==> src/ipf_pkg.sv <==
package ipf_pkg;
   // Register byte offsets on the AXI4-Lite bus
   localparam logic [3:0] IPF_UART_FAULT_OFS = 4'h0;
   localparam logic [3:0] IPF_CAN_DMA_OFS = 4'h4;
   localparam logic [3:0] IPF_STATUS_OFS = 4'h8;
   localparam int IPF_ADDR_W = 4;
   // Field width and positions
   localparam int IPF_PRIO_W = 3;
   localparam int IPF_NUM_FIELDS = 6;
   localparam int IPF_POS_PWM_FAULT_B = 0;
   localparam int IPF_POS_UART1_ERR = 4;
   localparam int IPF_POS_DMA6 = 0;
   localparam int IPF_POS_DMA7 = 4;
   localparam int IPF_POS_CAN1 = 8;
   localparam int IPF_POS_CAN2 = 12;
   // Field value meanings
   localparam logic [2:0] IPF_PRIO_RESET = 3'h4;
   localparam logic [2:0] IPF_PRIO_OFF = 3'h0;
   localparam logic [2:0] IPF_PRIO_MAX = 3'h7;
   // AXI responses
   localparam logic [1:0] IPF_RESP_OKAY = 2'h0;
   localparam logic [1:0] IPF_RESP_SLVERR = 2'h2;
   typedef logic [2:0] ipf_prio_t;
endpackage

==> src/ipf_field_if.sv <==
`timescale 1ns/1ps
// Write strobe, data and stored value for one priority field
interface ipf_field_if;
   logic we;
   logic [2:0] wdata;
   logic [2:0] value;
   modport owner (input we, input wdata, output value);
   modport user (output we, output wdata, input value);
endinterface

==> src/ipf_prio_field.sv <==
`timescale 1ns/1ps
// One 3-bit priority field with its power-on value
module ipf_prio_field
   import ipf_pkg::*;
(
   // Clock and reset
   input wire logic aclk,
   input wire logic aresetn,
   // Field access
   ipf_field_if.owner fld
);
   ipf_prio_t value_q;

   // Storage, loads the mid priority on reset
   // reset to four
   always_ff @(posedge aclk) begin
      if (!aresetn) begin
         value_q <= IPF_PRIO_RESET;
      end else if (fld.we) begin
         value_q <= fld.wdata;
      end
   end

   assign fld.value = value_q;
endmodule

==> src/ipf_regs.sv <==
// Added by the designer: the register offsets and the AXI4-Lite slave port.
`timescale 1ns/1ps
// Summary of operation
// - Each priority field is three bits; value 7 is highest priority.
// - Value 1 is lowest enabled priority, 2..6 between, 0 disables source.
// - First register bits 6:4 hold the UART1 error priority.
// - First register bits 2:0 hold PWM fault B priority; bits 3,7 read zero.
// - Second register: CAN2 14:12, CAN1 10:8, DMA7 6:4, DMA6 2:0; gaps zero.
module ipf_regs
   import ipf_pkg::*;
(
   // Clock and reset
   input wire logic aclk,
   input wire logic aresetn,
   // Write address channel
   input wire logic [ipf_pkg::IPF_ADDR_W-1:0] s_axi_awaddr,
   input wire logic s_axi_awvalid,
   output logic s_axi_awready,
   // Write data channel
   input wire logic [31:0] s_axi_wdata,
   input wire logic [3:0] s_axi_wstrb,
   input wire logic s_axi_wvalid,
   output logic s_axi_wready,
   // Write response channel
   output logic [1:0] s_axi_bresp,
   output logic s_axi_bvalid,
   input wire logic s_axi_bready,
   // Read address channel
   input wire logic [ipf_pkg::IPF_ADDR_W-1:0] s_axi_araddr,
   input wire logic s_axi_arvalid,
   output logic s_axi_arready,
   // Read data channel
   output logic [31:0] s_axi_rdata,
   output logic [1:0] s_axi_rresp,
   output logic s_axi_rvalid,
   input wire logic s_axi_rready,
   // Field values to the arbiter
   output logic [2:0] uart1_error_prio,
   output logic [2:0] pwm_fault_b_prio,
   output logic [2:0] can2_tx_prio,
   output logic [2:0] can1_tx_prio,
   output logic [2:0] dma_ch7_done_prio,
   output logic [2:0] dma_ch6_done_prio,
   // Per-source enable, zero priority disables
   output logic [5:0] src_enable
);
   import ipf_pkg::*;

   // Field order: 0 pwm_fault_b, 1 uart1_err, 2 dma6, 3 dma7, 4 can1, 5 can2
   localparam int FREG [IPF_NUM_FIELDS] = '{0, 0, 1, 1, 1, 1};
   localparam int FPOS [IPF_NUM_FIELDS] = '{IPF_POS_PWM_FAULT_B, IPF_POS_UART1_ERR,
      IPF_POS_DMA6, IPF_POS_DMA7, IPF_POS_CAN1, IPF_POS_CAN2};

   // Write slot, address and data held apart until both arrive
   logic [IPF_ADDR_W-1:0] awaddr_q;
   logic aw_held_q;
   logic [31:0] wdata_q;
   logic [3:0] wstrb_q;
   logic w_held_q;

   // Commit strobe and its decode
   logic wr_go;
   logic wr_hit;

   // Field values and assembled register images
   logic [2:0] fval [IPF_NUM_FIELDS];
   logic [15:0] reg0;
   logic [15:0] reg1;

   // Address decode, used for both reads and writes
   function automatic logic [1:0] ipf_decode(input logic [IPF_ADDR_W-1:0] a);
      logic [1:0] r;
      r = 2'h3;
      if (a == IPF_UART_FAULT_OFS) begin
         r = 2'h0;
      end else if (a == IPF_CAN_DMA_OFS) begin
         r = 2'h1;
      end else if (a == IPF_STATUS_OFS) begin
         r = 2'h2;
      end
      return r;
   endfunction

   // Write address capture, either order with data
   always_ff @(posedge aclk) begin
      if (!aresetn) begin
         aw_held_q <= 1'b0;
         awaddr_q <= '0;
      end else if (s_axi_awvalid && s_axi_awready) begin
         aw_held_q <= 1'b1;
         awaddr_q <= s_axi_awaddr;
      end else if (wr_go) begin
         aw_held_q <= 1'b0;
      end
   end

   // Write data capture
   always_ff @(posedge aclk) begin
      if (!aresetn) begin
         w_held_q <= 1'b0;
         wdata_q <= '0;
         wstrb_q <= '0;
      end else if (s_axi_wvalid && s_axi_wready) begin
         w_held_q <= 1'b1;
         wdata_q <= s_axi_wdata;
         wstrb_q <= s_axi_wstrb;
      end else if (wr_go) begin
         w_held_q <= 1'b0;
      end
   end

   // Commit once both halves held and no response pending
   // Holding off while bvalid stands keeps one response in flight
   assign wr_go = aw_held_q && w_held_q && !s_axi_bvalid;
   assign wr_hit = ipf_decode(awaddr_q) < 2'h2;

   // Ready only while the slot is empty
   // Registered ready costs a cycle per write, keeps outputs glitch free
   always_ff @(posedge aclk) begin
      if (!aresetn) begin
         s_axi_awready <= 1'b0;
         s_axi_wready <= 1'b0;
      end else begin
         s_axi_awready <= !aw_held_q && !(s_axi_awvalid && s_axi_awready);
         s_axi_wready <= !w_held_q && !(s_axi_wvalid && s_axi_wready);
      end
   end

   // Write response; status register is read only, so it errors
   always_ff @(posedge aclk) begin
      if (!aresetn) begin
         s_axi_bvalid <= 1'b0;
         s_axi_bresp <= IPF_RESP_OKAY;
      end else if (wr_go) begin
         s_axi_bvalid <= 1'b1;
         s_axi_bresp <= wr_hit ? IPF_RESP_OKAY : IPF_RESP_SLVERR;
      end else if (s_axi_bready) begin
         s_axi_bvalid <= 1'b0;
      end
   end

   genvar gi;
   generate
      for (gi = 0; gi < IPF_NUM_FIELDS; gi++) begin : g_field
         ipf_field_if fif ();
         // Each field is written when the byte lane holding its bits is strobed
         // A write without the lane strobe leaves the field as it was
         assign fif.we = wr_go && (ipf_decode(awaddr_q) == 2'(FREG[gi])) &&
            wstrb_q[FPOS[gi] / 8];
         assign fif.wdata = wdata_q[FPOS[gi] +: IPF_PRIO_W];
         assign fval[gi] = fif.value;
         ipf_prio_field u_field (
            .aclk(aclk),
            .aresetn(aresetn),
            .fld(fif)
         );
      end
   endgenerate

   // fault b at 2:0, gaps zero
   assign reg0 = {9'h0, fval[1], 1'b0, fval[0]};
   assign reg1 = {1'b0, fval[5], 1'b0, fval[4], 1'b0, fval[3], 1'b0, fval[2]};

   // Read channel, one cycle after address taken
   always_ff @(posedge aclk) begin
      if (!aresetn) begin
         s_axi_arready <= 1'b0;
         s_axi_rvalid <= 1'b0;
         s_axi_rdata <= '0;
         s_axi_rresp <= IPF_RESP_OKAY;
      end else if (s_axi_arvalid && s_axi_arready) begin
         s_axi_arready <= 1'b0;
         s_axi_rvalid <= 1'b1;
         s_axi_rresp <= IPF_RESP_OKAY;
         unique case (ipf_decode(s_axi_araddr))
            2'h0: s_axi_rdata <= {16'h0000, reg0};
            2'h1: s_axi_rdata <= {16'h0000, reg1};
            2'h2: s_axi_rdata <= {26'h0, src_enable};
            // Unmapped offset answers an error with zero data
            2'h3: begin
               s_axi_rdata <= '0;
               s_axi_rresp <= IPF_RESP_SLVERR;
            end
         endcase
      end else if (s_axi_rvalid) begin
         if (s_axi_rready) begin
            s_axi_rvalid <= 1'b0;
         end
      end else begin
         s_axi_arready <= 1'b1;
      end
   end

   // Registered copies of the fields for the arbiter
   // Enables change in the same cycle as the fields, so they never disagree
   // zero disables, one lowest
   always_ff @(posedge aclk) begin
      if (!aresetn) begin
         pwm_fault_b_prio <= IPF_PRIO_RESET;
         uart1_error_prio <= IPF_PRIO_RESET;
         dma_ch6_done_prio <= IPF_PRIO_RESET;
         dma_ch7_done_prio <= IPF_PRIO_RESET;
         can1_tx_prio <= IPF_PRIO_RESET;
         can2_tx_prio <= IPF_PRIO_RESET;
         src_enable <= '1;
      end else begin
         pwm_fault_b_prio <= fval[0];
         uart1_error_prio <= fval[1];
         dma_ch6_done_prio <= fval[2];
         dma_ch7_done_prio <= fval[3];
         can1_tx_prio <= fval[4];
         can2_tx_prio <= fval[5];
         for (int i = 0; i < IPF_NUM_FIELDS; i++) begin
            src_enable[i] <= fval[i] != IPF_PRIO_OFF;
         end
      end
   end
endmodule

==> config.mk <==
export PLATFORM = sky130hd
export DESIGN_NAME = ipf_regs
export DESIGN_NICKNAME = d
export VERILOG_FILES = /design/src/ipf_pkg.sv /design/src/ipf_field_if.sv /design/src/ipf_prio_field.sv /design/src/ipf_regs.sv
export SDC_FILE = /design/constraint.sdc
export NUM_CORES = 1
export LEC_CHECK = 0
export BUFFER_PORTS_ARGS = -buffer_cell sky130_fd_sc_hd__buf_2
export CAP_MARGIN = 0
export CORE_UTILIZATION = 48
export DETAILED_ROUTE_END_ITERATION = 8
export PLACE_DENSITY = 0.85
export SLEW_MARGIN = 30
export SYNTH_ARGS = -nofsm -noshare
export SYNTH_HDL_FRONTEND = slang
export SYNTH_SLANG_ARGS = --single-unit
==> constraint.sdc <==
create_clock -name aclk -period 1.6 [get_ports aclk]
set_input_delay 0.16 -clock aclk [delete_from_list [all_inputs] [get_ports aclk]]
set_output_delay 0.16 -clock aclk [all_outputs]
set_load 0.01 [all_outputs]
==> results.md, run 1 <==
Outcome:
- The run finished with clean final reports.

Critical path:
- STA classifies the critical path startpoint as a flop.
- The endpoint type of the worst setup path is a flop.
- Walking the worst path, the cells encountered are and3b_1 > and4_4 > mux2_4.
- Along the worst path, the maximum fanout reaches 6.
- At the worst endpoint, the required time is 1840 ps.
- Data on the critical path arrives at its endpoint at 1690 ps.
- Together, buffers and inverters on the worst path number 0.
- The origin of the critical flop-to-flop path is s_axi_bvalid.
- The slowest stage of the critical path is the sky130_fd_sc_hd__and3b_1 cell.
- The end of the critical path is g_field[4].u_field.fld.value[2].
- The startpoint of the most critical setup path is s_axi_bvalid.
- The worst register-to-register path ends at g_field[4].u_field.fld.value[2].
- On the critical path the largest part of the delay comes from simple AND/OR/NAND/NOR gates.
- By startpoint and endpoint, the worst setup path is classified as reg2reg.
- In this design, the stage delay of the slowest critical-path cell is 350 ps.
- The minimum setup slack among reg-to-reg paths is 150 ps.
- The path length in cells of the critical path is 3.
- The number of cells on the worst reg-to-reg path is 3.

Layout:
- The antenna diode instance count is 0.
- The final standard cell utilization of the core is 58.98%.
- In the final layout, the share of cells above drive strength 1 is 25.90%.
- At the end of the flow, the number of nets in the layout was 436.
- Compared with the post-synthesis result, the final layout area differs by 16.00%.

Die:
- Measured along the x axis, the die boundary spans 82.13 um.
- For this configuration, the core starts out at a cell density of 50.85%.
- The floorplan core area is 6061 um2.
- The cell row count is 28.
- In this run the count of I/O pins placed on the die edge is 116.
- The die covers 6745 um2.
- The floorplan step set the die height to 82.13 um.

Timing:
- Timing would allow up to 688.8 MHz.
- The transition time at the pin with the least slew margin is 604.4 ps.
- In the finished design, the share of the clock period the worst path needs comes to 90.73%.
- The clock skew is 3.747 ps.
- Setup repair after global routing left no endpoint under its margin.
- The max-slew violation count was 0.
- The number of endpoints failing setup at the final stage is 0.
- The final count of hold timing violations came to 0.
- Adding up every negative setup slack in the final design gives 0 ps.
- The worst setup slack after layout is 148.3 ps.
- Headroom to the max-slew limit came out at 59.47%.
- The shortest period the worst path allows is 1452 ps.

Route:
- The total wirelength of the detailed-routed design is 5.569 mm.
- The iteration count of the initial detailed-routing pass is 4.
- The residual antenna-violating net count after detailed routing is 0.
- After detailed routing, the number of vias per cell comes to 4.716.
- The number of DRC violations after detailed-routing iteration 0 is 128.
- After detailed routing, the number of remaining DRC violations is 0.
- The routed layout has 2193 vias.
- Dividing the detail-routed wire length by the instance count gives 11.98 um.

GRT:
- The wire length of the first global-routing pass is 8.894 mm.
- The total overflow reported by the global router is 0.
- In the global route stage, overall resource usage came out at 17.86%.
- The number of antenna violations at the first check in global routing is 0.
- Entering global routing, the biggest net connects 29 pins.
- The number of global-route vias before repair was 2053.

CTS:
- In this run, post-CTS repair resized a total of 0 instances.
- Counting along the longest clock path gives a buffer depth of 2.
- The root buffer cell chosen for the clock tree is sky130_fd_sc_hd__clkbuf_8.
- The number of hold buffers added after CTS was 0.
- TritonCTS built the clock tree.
- The clock latency on the worst-skew pair is 340 ps.
- Counting the buffers created by CTS gives 9.
- The CTS clock-pin slew for the worst setup and hold paths is 80 ps.
- The CTS H-tree depth is 3.
- In this run the post-CTS setup repair buffer count came out at 0.
- Clock tree synthesis found a total of 82 sinks.

Logic synthesis:
- The number of distinct library cells after synthesis is 34.
- The sequential element share of the synthesized area is 53.27%.
- Synthesis produced 314 cells.
- The synthesized design contains 82 register bits.
- After synthesis, the largest area contributor takes up 53.27% of total cell area.
- The mean post-synth cell area is 9.814 um2.
- Yosys attributes the largest share of cell area to sky130_fd_sc_hd__dfxtp_1, sky130_fd_sc_hd__nand2_1, sky130_fd_sc_hd__mux2i_1, sky130_fd_sc_hd__a21boi_0, sky130_fd_sc_hd__buf_4.
- The synthesized cell area is 3082 um2.
- The library cell with the largest summed area after synthesis is sky130_fd_sc_hd__dfxtp_1.
- The count of synthesis-stage warnings from yosys is 0.

Power and ir drop:
- Summed over all cells, the static leakage comes to 1.716 nW.
- The worst-case vdd ir drop is 570.6 uV.
- The power per standard cell area is 1015 nW/um2.

Placement:
- At the end of routability-driven placement, the weighted congestion stood at 0.7147.
- Before CTS, the worst setup slack after placement is 157.0 ps.
- The detailed-placement wirelength estimate is 4.078 mm.
- The count of buffers from port buffering is 72.

Hold path:
- The worst hold path belongs to the class in2reg.

Flow run:
- The max capacitance violation total is 0.
state kept, by name (all words and copies together) (netlist names), 2 cells and up:
| register | flops |
|---|---|
| dma_ch6_done_prio | 3 |
| awaddr_q | 4 |
| can2_tx_prio | 3 |
| src_enable | 6 |
| uart1_error_prio | 3 |
| s_axi_rdata | 13 |
| g_field.u_field.fld.value | 18 |
| dma_ch7_done_prio | 3 |
| wdata_q | 12 |
| pwm_fault_b_prio | 3 |
| wstrb_q | 2 |
| can1_tx_prio | 3 |
layout make-up:
class	instances	area [um2]
clock buffers	10	137.6
repair buffers	76	390.4
multi-input cells	187	1170
inverters	29	108.9
fillers	540	2486
flip-flops and latches	82	1642
well taps	75	93.84
clock inverters	6	32.53
layer usage:
layer	GRT usage [%]	vias up	wire (um)
li1	-	1128	-
met1	21.07	990	2624
met2	29.26	68	2566
met3	5.165	7	287
met4	9.474	0	92
met5	0	-	0
synthesized netlist by cell type:
cell / instances
sky130_fd_sc_hd__a21boi_0: 21
sky130_fd_sc_hd__a21boi_2: 1
sky130_fd_sc_hd__a21oi_1: 2
sky130_fd_sc_hd__a222oi_1: 5
sky130_fd_sc_hd__a22o_1: 12
sky130_fd_sc_hd__and2_0: 2
sky130_fd_sc_hd__and2_1: 1
sky130_fd_sc_hd__and3_1: 2
sky130_fd_sc_hd__and3b_1: 1
sky130_fd_sc_hd__and4_4: 1
sky130_fd_sc_hd__and4b_1: 1
sky130_fd_sc_hd__and4bb_2: 1
sky130_fd_sc_hd__buf_2: 6
sky130_fd_sc_hd__buf_4: 21
sky130_fd_sc_hd__buf_6: 2
sky130_fd_sc_hd__clkbuf_1: 7
sky130_fd_sc_hd__conb_1: 1
sky130_fd_sc_hd__dfxtp_1: 82
sky130_fd_sc_hd__inv_1: 29
sky130_fd_sc_hd__mux2_4: 2
sky130_fd_sc_hd__mux2i_1: 17
sky130_fd_sc_hd__nand2_1: 57
sky130_fd_sc_hd__nand2b_1: 9
sky130_fd_sc_hd__nand3_1: 8
sky130_fd_sc_hd__nand3b_1: 1
sky130_fd_sc_hd__nand4_2: 1
sky130_fd_sc_hd__nand4b_2: 1
sky130_fd_sc_hd__nor2_1: 1
sky130_fd_sc_hd__nor2b_1: 8
sky130_fd_sc_hd__nor3_2: 1
sky130_fd_sc_hd__nor4_4: 1
sky130_fd_sc_hd__o21a_1: 2
sky130_fd_sc_hd__o21ai_0: 5
sky130_fd_sc_hd__or3_1: 2
metrics by stage:
stage / instances / total power, mW / area, um2 / hold slack (ps)
3_3_place_gp: 449 / 2.381 / 3405 / 413.1
5_1_grt: 465 / 3.806 / 3575 / 51.90
2_1_floorplan: 334 / 2.339 / 3157 / 267.6
6_report: 465 / 3.628 / 3575 / 61.14
4_1_cts: 465 / 3.669 / 3575 / 47.51
3_5_place_dp: 449 / 2.389 / 3405 / 420.6
how the worst min path moves through the flow:
stage                         start         endpoint  slack (ps)  cells after the start
finish               s_axi_wdata[5]       wdata_q[5]          60                      3
CTS                 s_axi_wdata[12]      wdata_q[12]          50                      3
detailed placement  s_axi_wdata[12]      wdata_q[12]         420                      3
global route         s_axi_wdata[6]       wdata_q[6]          50                      3
floorplan                   aresetn  can1_tx_prio[2]         270                      1
global placement     s_axi_wdata[5]       wdata_q[5]         410                      3
power by group:
part / leakage [nW] / internal, mW / switching [mW]
logic: 0.960 / 0.0961 / 0.139
registers: 0.665 / 2.08 / 0.0266
clock network: 0.0916 / 0.591 / 0.697
total: 1.72 / 2.77 / 0.862
worst min-delay path, delay by kind of cell:
| family | cells | cell delay [ps] |
|---|---|---|
| buffers and inverters | 1 | 100 |
| and+or+nand+nor | 1 | 40 |
| AOI/OAI and AO/OA | 1 | 60 |
kinds of logic after synthesis:
group	count (synthesis)	synth area share (%)
and+or+nand+nor	99	16.77
muxes	19	6.496
AOI/OAI and AO/OA	48	12.14
other	1	0.1217
DFF	82	53.27
buffers and inverters	65	11.21
cells in the final DEF, fill, tap and decap left out:
cell type and count:
sky130_fd_sc_hd__and4bb_2 1, sky130_fd_sc_hd__nand2_1 57, sky130_fd_sc_hd__clkinvlp_4 1, sky130_fd_sc_hd__o21a_1 2, sky130_fd_sc_hd__buf_4 4, sky130_fd_sc_hd__and4_4 1, sky130_fd_sc_hd__a21boi_2 1, sky130_fd_sc_hd__or3_1 2
sky130_fd_sc_hd__inv_1 29, sky130_fd_sc_hd__nand2b_1 9, sky130_fd_sc_hd__and2_0 2, sky130_fd_sc_hd__nor2b_1 8, sky130_fd_sc_hd__a21boi_0 21, sky130_fd_sc_hd__conb_1 21, sky130_fd_sc_hd__nand4b_2 1, sky130_fd_sc_hd__a21oi_1 2
sky130_fd_sc_hd__nor4_4 1, sky130_fd_sc_hd__buf_2 72, sky130_fd_sc_hd__and3b_1 1, sky130_fd_sc_hd__mux2_4 2, sky130_fd_sc_hd__and4b_1 1, sky130_fd_sc_hd__nor2_1 1, sky130_fd_sc_hd__dfxtp_1 82, sky130_fd_sc_hd__nor3_2 1
sky130_fd_sc_hd__clkbuf_8 10, sky130_fd_sc_hd__clkinv_2 5, sky130_fd_sc_hd__nand3b_1 1, sky130_fd_sc_hd__and3_1 2, sky130_fd_sc_hd__o21ai_0 5, sky130_fd_sc_hd__nand3_1 8, sky130_fd_sc_hd__nand4_2 1, sky130_fd_sc_hd__mux2i_1 17
sky130_fd_sc_hd__a222oi_1 5, sky130_fd_sc_hd__a22o_1 12, sky130_fd_sc_hd__and2_1 1
No activity file was read; power rests on OpenSTA's default activity.
==> inputs of run 2 (changes only) <==
--- a/config.mk
+++ b/config.mk
@@ -5,6 +5,7 @@
 export SDC_FILE = /design/constraint.sdc
 export NUM_CORES = 1
 export LEC_CHECK = 0
+export ABC_AREA = 0
 export BUFFER_PORTS_ARGS = -buffer_cell sky130_fd_sc_hd__buf_2
 export CAP_MARGIN = 0
 export CORE_UTILIZATION = 48
==> constraint.sdc (replaced) <==
create_clock -name aclk -period 1.5 [get_ports aclk]
set_input_delay 0.15 -clock aclk [delete_from_list [all_inputs] [get_ports aclk]]
set_output_delay 0.15 -clock aclk [all_outputs]
set_load 0.01 [all_outputs]
==> run 2 against run 1 <==
Effect of this change: count of clock-buffer cells in the layout is 2 higher; die area is the same; via count is 0.32% lower; design area is 1.2% higher; utilization rose by 0.72 points; register-to-register slack got worse by 50 ps; global-route usage up 0.32 points; total power up 13%; maximum frequency is 3.6% higher; sequential cell count stayed put; sequential power up 7%.
==> results.md, run 2 (same netlist as run 1, synthesis figures left out) <==
Power and ir drop:
- The fraction of power spent switching nets is 22.48% (-1.3 points).
- The share of total power in combinational logic is 6.2% (-0.3 points).
- The overall power is 4.102 mW (+13%).
- The power per standard cell area was 1134 nW/um2 (+12%).
- The switching power summed over all nets came to 922.2 uW (+7.0%).
- The worst-case vdd ir drop is 763.7 uV (+34%).
- The clock network fraction of design power is 39.1% (+3.6 points).
- The cell leakage power came to 1.728 nW (+0.65%).
- The power share of the sequential group is 54.7% (-3.3 points).
- The cell internal power dissipation is 3.180 mW (+15%).

Die:
- The chip height is 82.13 um (unchanged).
- The floorplan core area was 6061 um2 (unchanged).
- The die area came to 6745 um2 (unchanged).
- The cell row count is 28 (unchanged).
- The width of the chip is 82.13 um (unchanged).
- The initial cell density of the core is 50.85% (unchanged).
- The number of top-level pins was 116 (unchanged).

Route:
- The via-per-instance ratio is 4.691 (-0.53%).
- The iteration count of the initial detailed-routing pass is 5 (+1).
- The number of DRC violations after detailed-routing iteration 0 was 96 (-25%).
- The total wirelength of the detailed-routed design came to 5.678 mm (+2.0%).
- The residual antenna-violating net count after detailed routing is 0 (unchanged).
- The final routed wire length divided by cell count was 12.18 um (+1.7%).
- The remaining routing DRC violations was 0 (unchanged).
- The total vias in the final route is 2186 (-0.32%).

Flow run:
- The max capacitance violation total is 0 (unchanged).

Layout:
- In the layout the commonest cells are sky130_fd_sc_hd__dfxtp_1, sky130_fd_sc_hd__buf_2, sky130_fd_sc_hd__nand2_1.
- The area occupied by registers is 1642 um2 (unchanged).
- The final non-filler cell area is 3618 um2 (+1.2%).
- The final-stage net count is 437 (+0.23%).
- Relative to the synthesized area, the layout overhead comes to 17.42%.
- The non-filler instance count after layout came to 466 (+0.22%).
- The number of flip-flops in the largest register is 18 (unchanged).
- The final-layout fill cell count is 543 (+0.56%).
- The commonest non-fill, non-tap cell in the layout is sky130_fd_sc_hd__dfxtp_1.
- The area taken by multi-input logic gates came to 1171 um2 (+0.11%).
- The share of final-layout standard cells stronger than drive strength 1 was 26.09% (+0.19 points).
- The antenna diode instance count is 0 (unchanged).

Timing:
- The worst setup slack after layout is 99.23 ps (-49.05 ps).
- The final clock period utilization by the worst path is 93.38% (+2.7 points).
- The final setup TNS came to 0 ps (unchanged).
- The clock skew came to 10.13 ps (+6.385 ps).
- The max-slew violation count is 0 (unchanged).
- Setup repair after global routing left no endpoint under its margin.
- The number of endpoints failing setup at the final stage is 0 (unchanged).
- The transition time at the pin with the least slew margin was 586.2 ps (-18.28 ps).
- The final count of hold timing violations is 0 (unchanged).
- The worst slew margin relative to its limit was 60.69% (+1.2 points).
- The highest clock frequency the design can meet is 713.9 MHz (+3.6%).
- The shortest period the worst path allows is 1401 ps (-50.95 ps).

Placement:
- The minimum setup slack after placement is 47.71 ps (-109.3 ps).
- The count of buffers from port buffering is 72 (unchanged).
- The cell area after placement is 3412 um2 (+0.22%).
- The total placed cells including tap cells is 450 (+0.22%).
- The detailed-placement wirelength estimate is 4.084 mm (+0.16%).
- The final estimated routing congestion in global placement is 0.7438 (+4.1%).

CTS:
- The CTS H-tree depth is 3 (unchanged).
- The maximum buffer depth of the clock tree is 2 (unchanged).
- The buffers inserted during post-CTS setup optimization is 0 (unchanged).
- The hold buffer count at cts came to 0 (unchanged).
- The number of buffers added by the clock tree synthesis step is 9 (unchanged).
- The CTS tree is done.
- The CTS clock-pin slew for the worst setup and hold paths was 80 ps (about the same).
- The cell sitting at the root of the clock tree is a sky130_fd_sc_hd__clkbuf_8.
- The clock latency on the worst-skew pair is 350 ps (about the same).
- The clock net sink count is 82 (unchanged).

Outcome:
- The run finished with clean final reports.

Critical path:
- The critical path starts at s_axi_bvalid.
- The data arrival time of the critical path was 1630 ps (-60 ps).
- The type of origin of the critical path is a flop.
- The largest fanout on the critical path is 6 (unchanged).
- The critical path data required time came to 1730 ps (-110 ps).
- The family with the most delay on the worst path is simple AND/OR/NAND/NOR gates.
- The cell at the slowest stage of the critical path is sky130_fd_sc_hd__dfxtp_1.
- The buffering stage count on the worst path with inverters included came to 0 (unchanged).
- The origin of the critical flop-to-flop path is s_axi_bvalid.
- STA classifies the critical path endpoint as a flop.
- The largest stage delay on the critical path came to 340 ps (about the same).
- The signal on the critical path passes through and3b_2 > and4_4 > mux2_4.
- By startpoint and endpoint, the worst setup path is classified as reg2reg.

GRT:
- The wire length of the first global-routing pass came to 9.080 mm (+2.1%).
- The maximum number of pins on one net before global-route repair was 28 (-3.4%).
- The number of antenna violations at the first check in global routing came to 0 (unchanged).
- The overall global routing resource usage is 18.18% (+0.32 points).
- The total overflow reported by the global router was 0 (unchanged).
- The number of global-route vias before repair is 2089 (+1.8%).

Hold path:
- In this run the most critical hold path is launched from s_axi_wdata[9].
- The worst min-delay path category is in2reg.
run 2: layout make-up:
cell class / instances / share of cell area [%]
Multi-Input combinational cell: 187 / 32.37
Tap cell: 75 / 2.593
Clock inverter: 4 / 1.383
Inverter: 29 / 3.008
Clock buffer: 12 / 4.288
Timing Repair Buffer: 77 / 11.00
Sequential cell: 82 / 45.37
run 2: power groups by stage:
stage          combinational, mW  sequential [mW]  clock, mW
2_1_floorplan              0.196             2.30          0
3_3_place_gp               0.247             2.29          0
3_5_place_dp               0.254             2.30          0
4_1_cts                    0.255             2.24       1.65
5_1_grt                    0.286             2.25       1.73
6_report                   0.253             2.25       1.60
run 2: worst register-to-register path: stages (launching register included):
cell and delay (ps):
sky130_fd_sc_hd__dfxtp_1 340, sky130_fd_sc_hd__and3b_2 320, sky130_fd_sc_hd__and4_4 320, sky130_fd_sc_hd__mux2_4 310
run 2: final timing paths:
| path | endpoint | slack, ps | cells after the start |
|---|---|---|---|
| worst max-delay path | g_field[5].u_field.fld.value[2] | 100 | 3 |
| worst min register to register | s_axi_rdata[14] | 460 | 1 |
| worst min-delay path | wdata_q[9] | 50 | 3 |
| worst max register to register | g_field[5].u_field.fld.value[2] | 100 | 3 |
run 2: stage by stage:
stage / util [%] / hold WS [ps]
global placement: 56.30 / 401.7
floorplan: - / 257.6
CTS: 59.68 / 40.21
global route: 59.70 / 39.32
finish: 59.70 / 53.50
detailed placement: 56.30 / 415.8
run 2: layer usage:
layer  global-route usage, %  share of wire [%]
met1                   21.20                 46
met2                   30.25                 46
met3                   6.154                6.4
met4                   7.895                1.4
met5                       0                  0
run 2: what timing repair did:
| item | in CTS | in global routing |
|---|---|---|
| endpoints found under the setup margin | 0 | 2 |
| hold endpoints to repair | 0 | 0 |
| resized for setup | 0 | 1 |
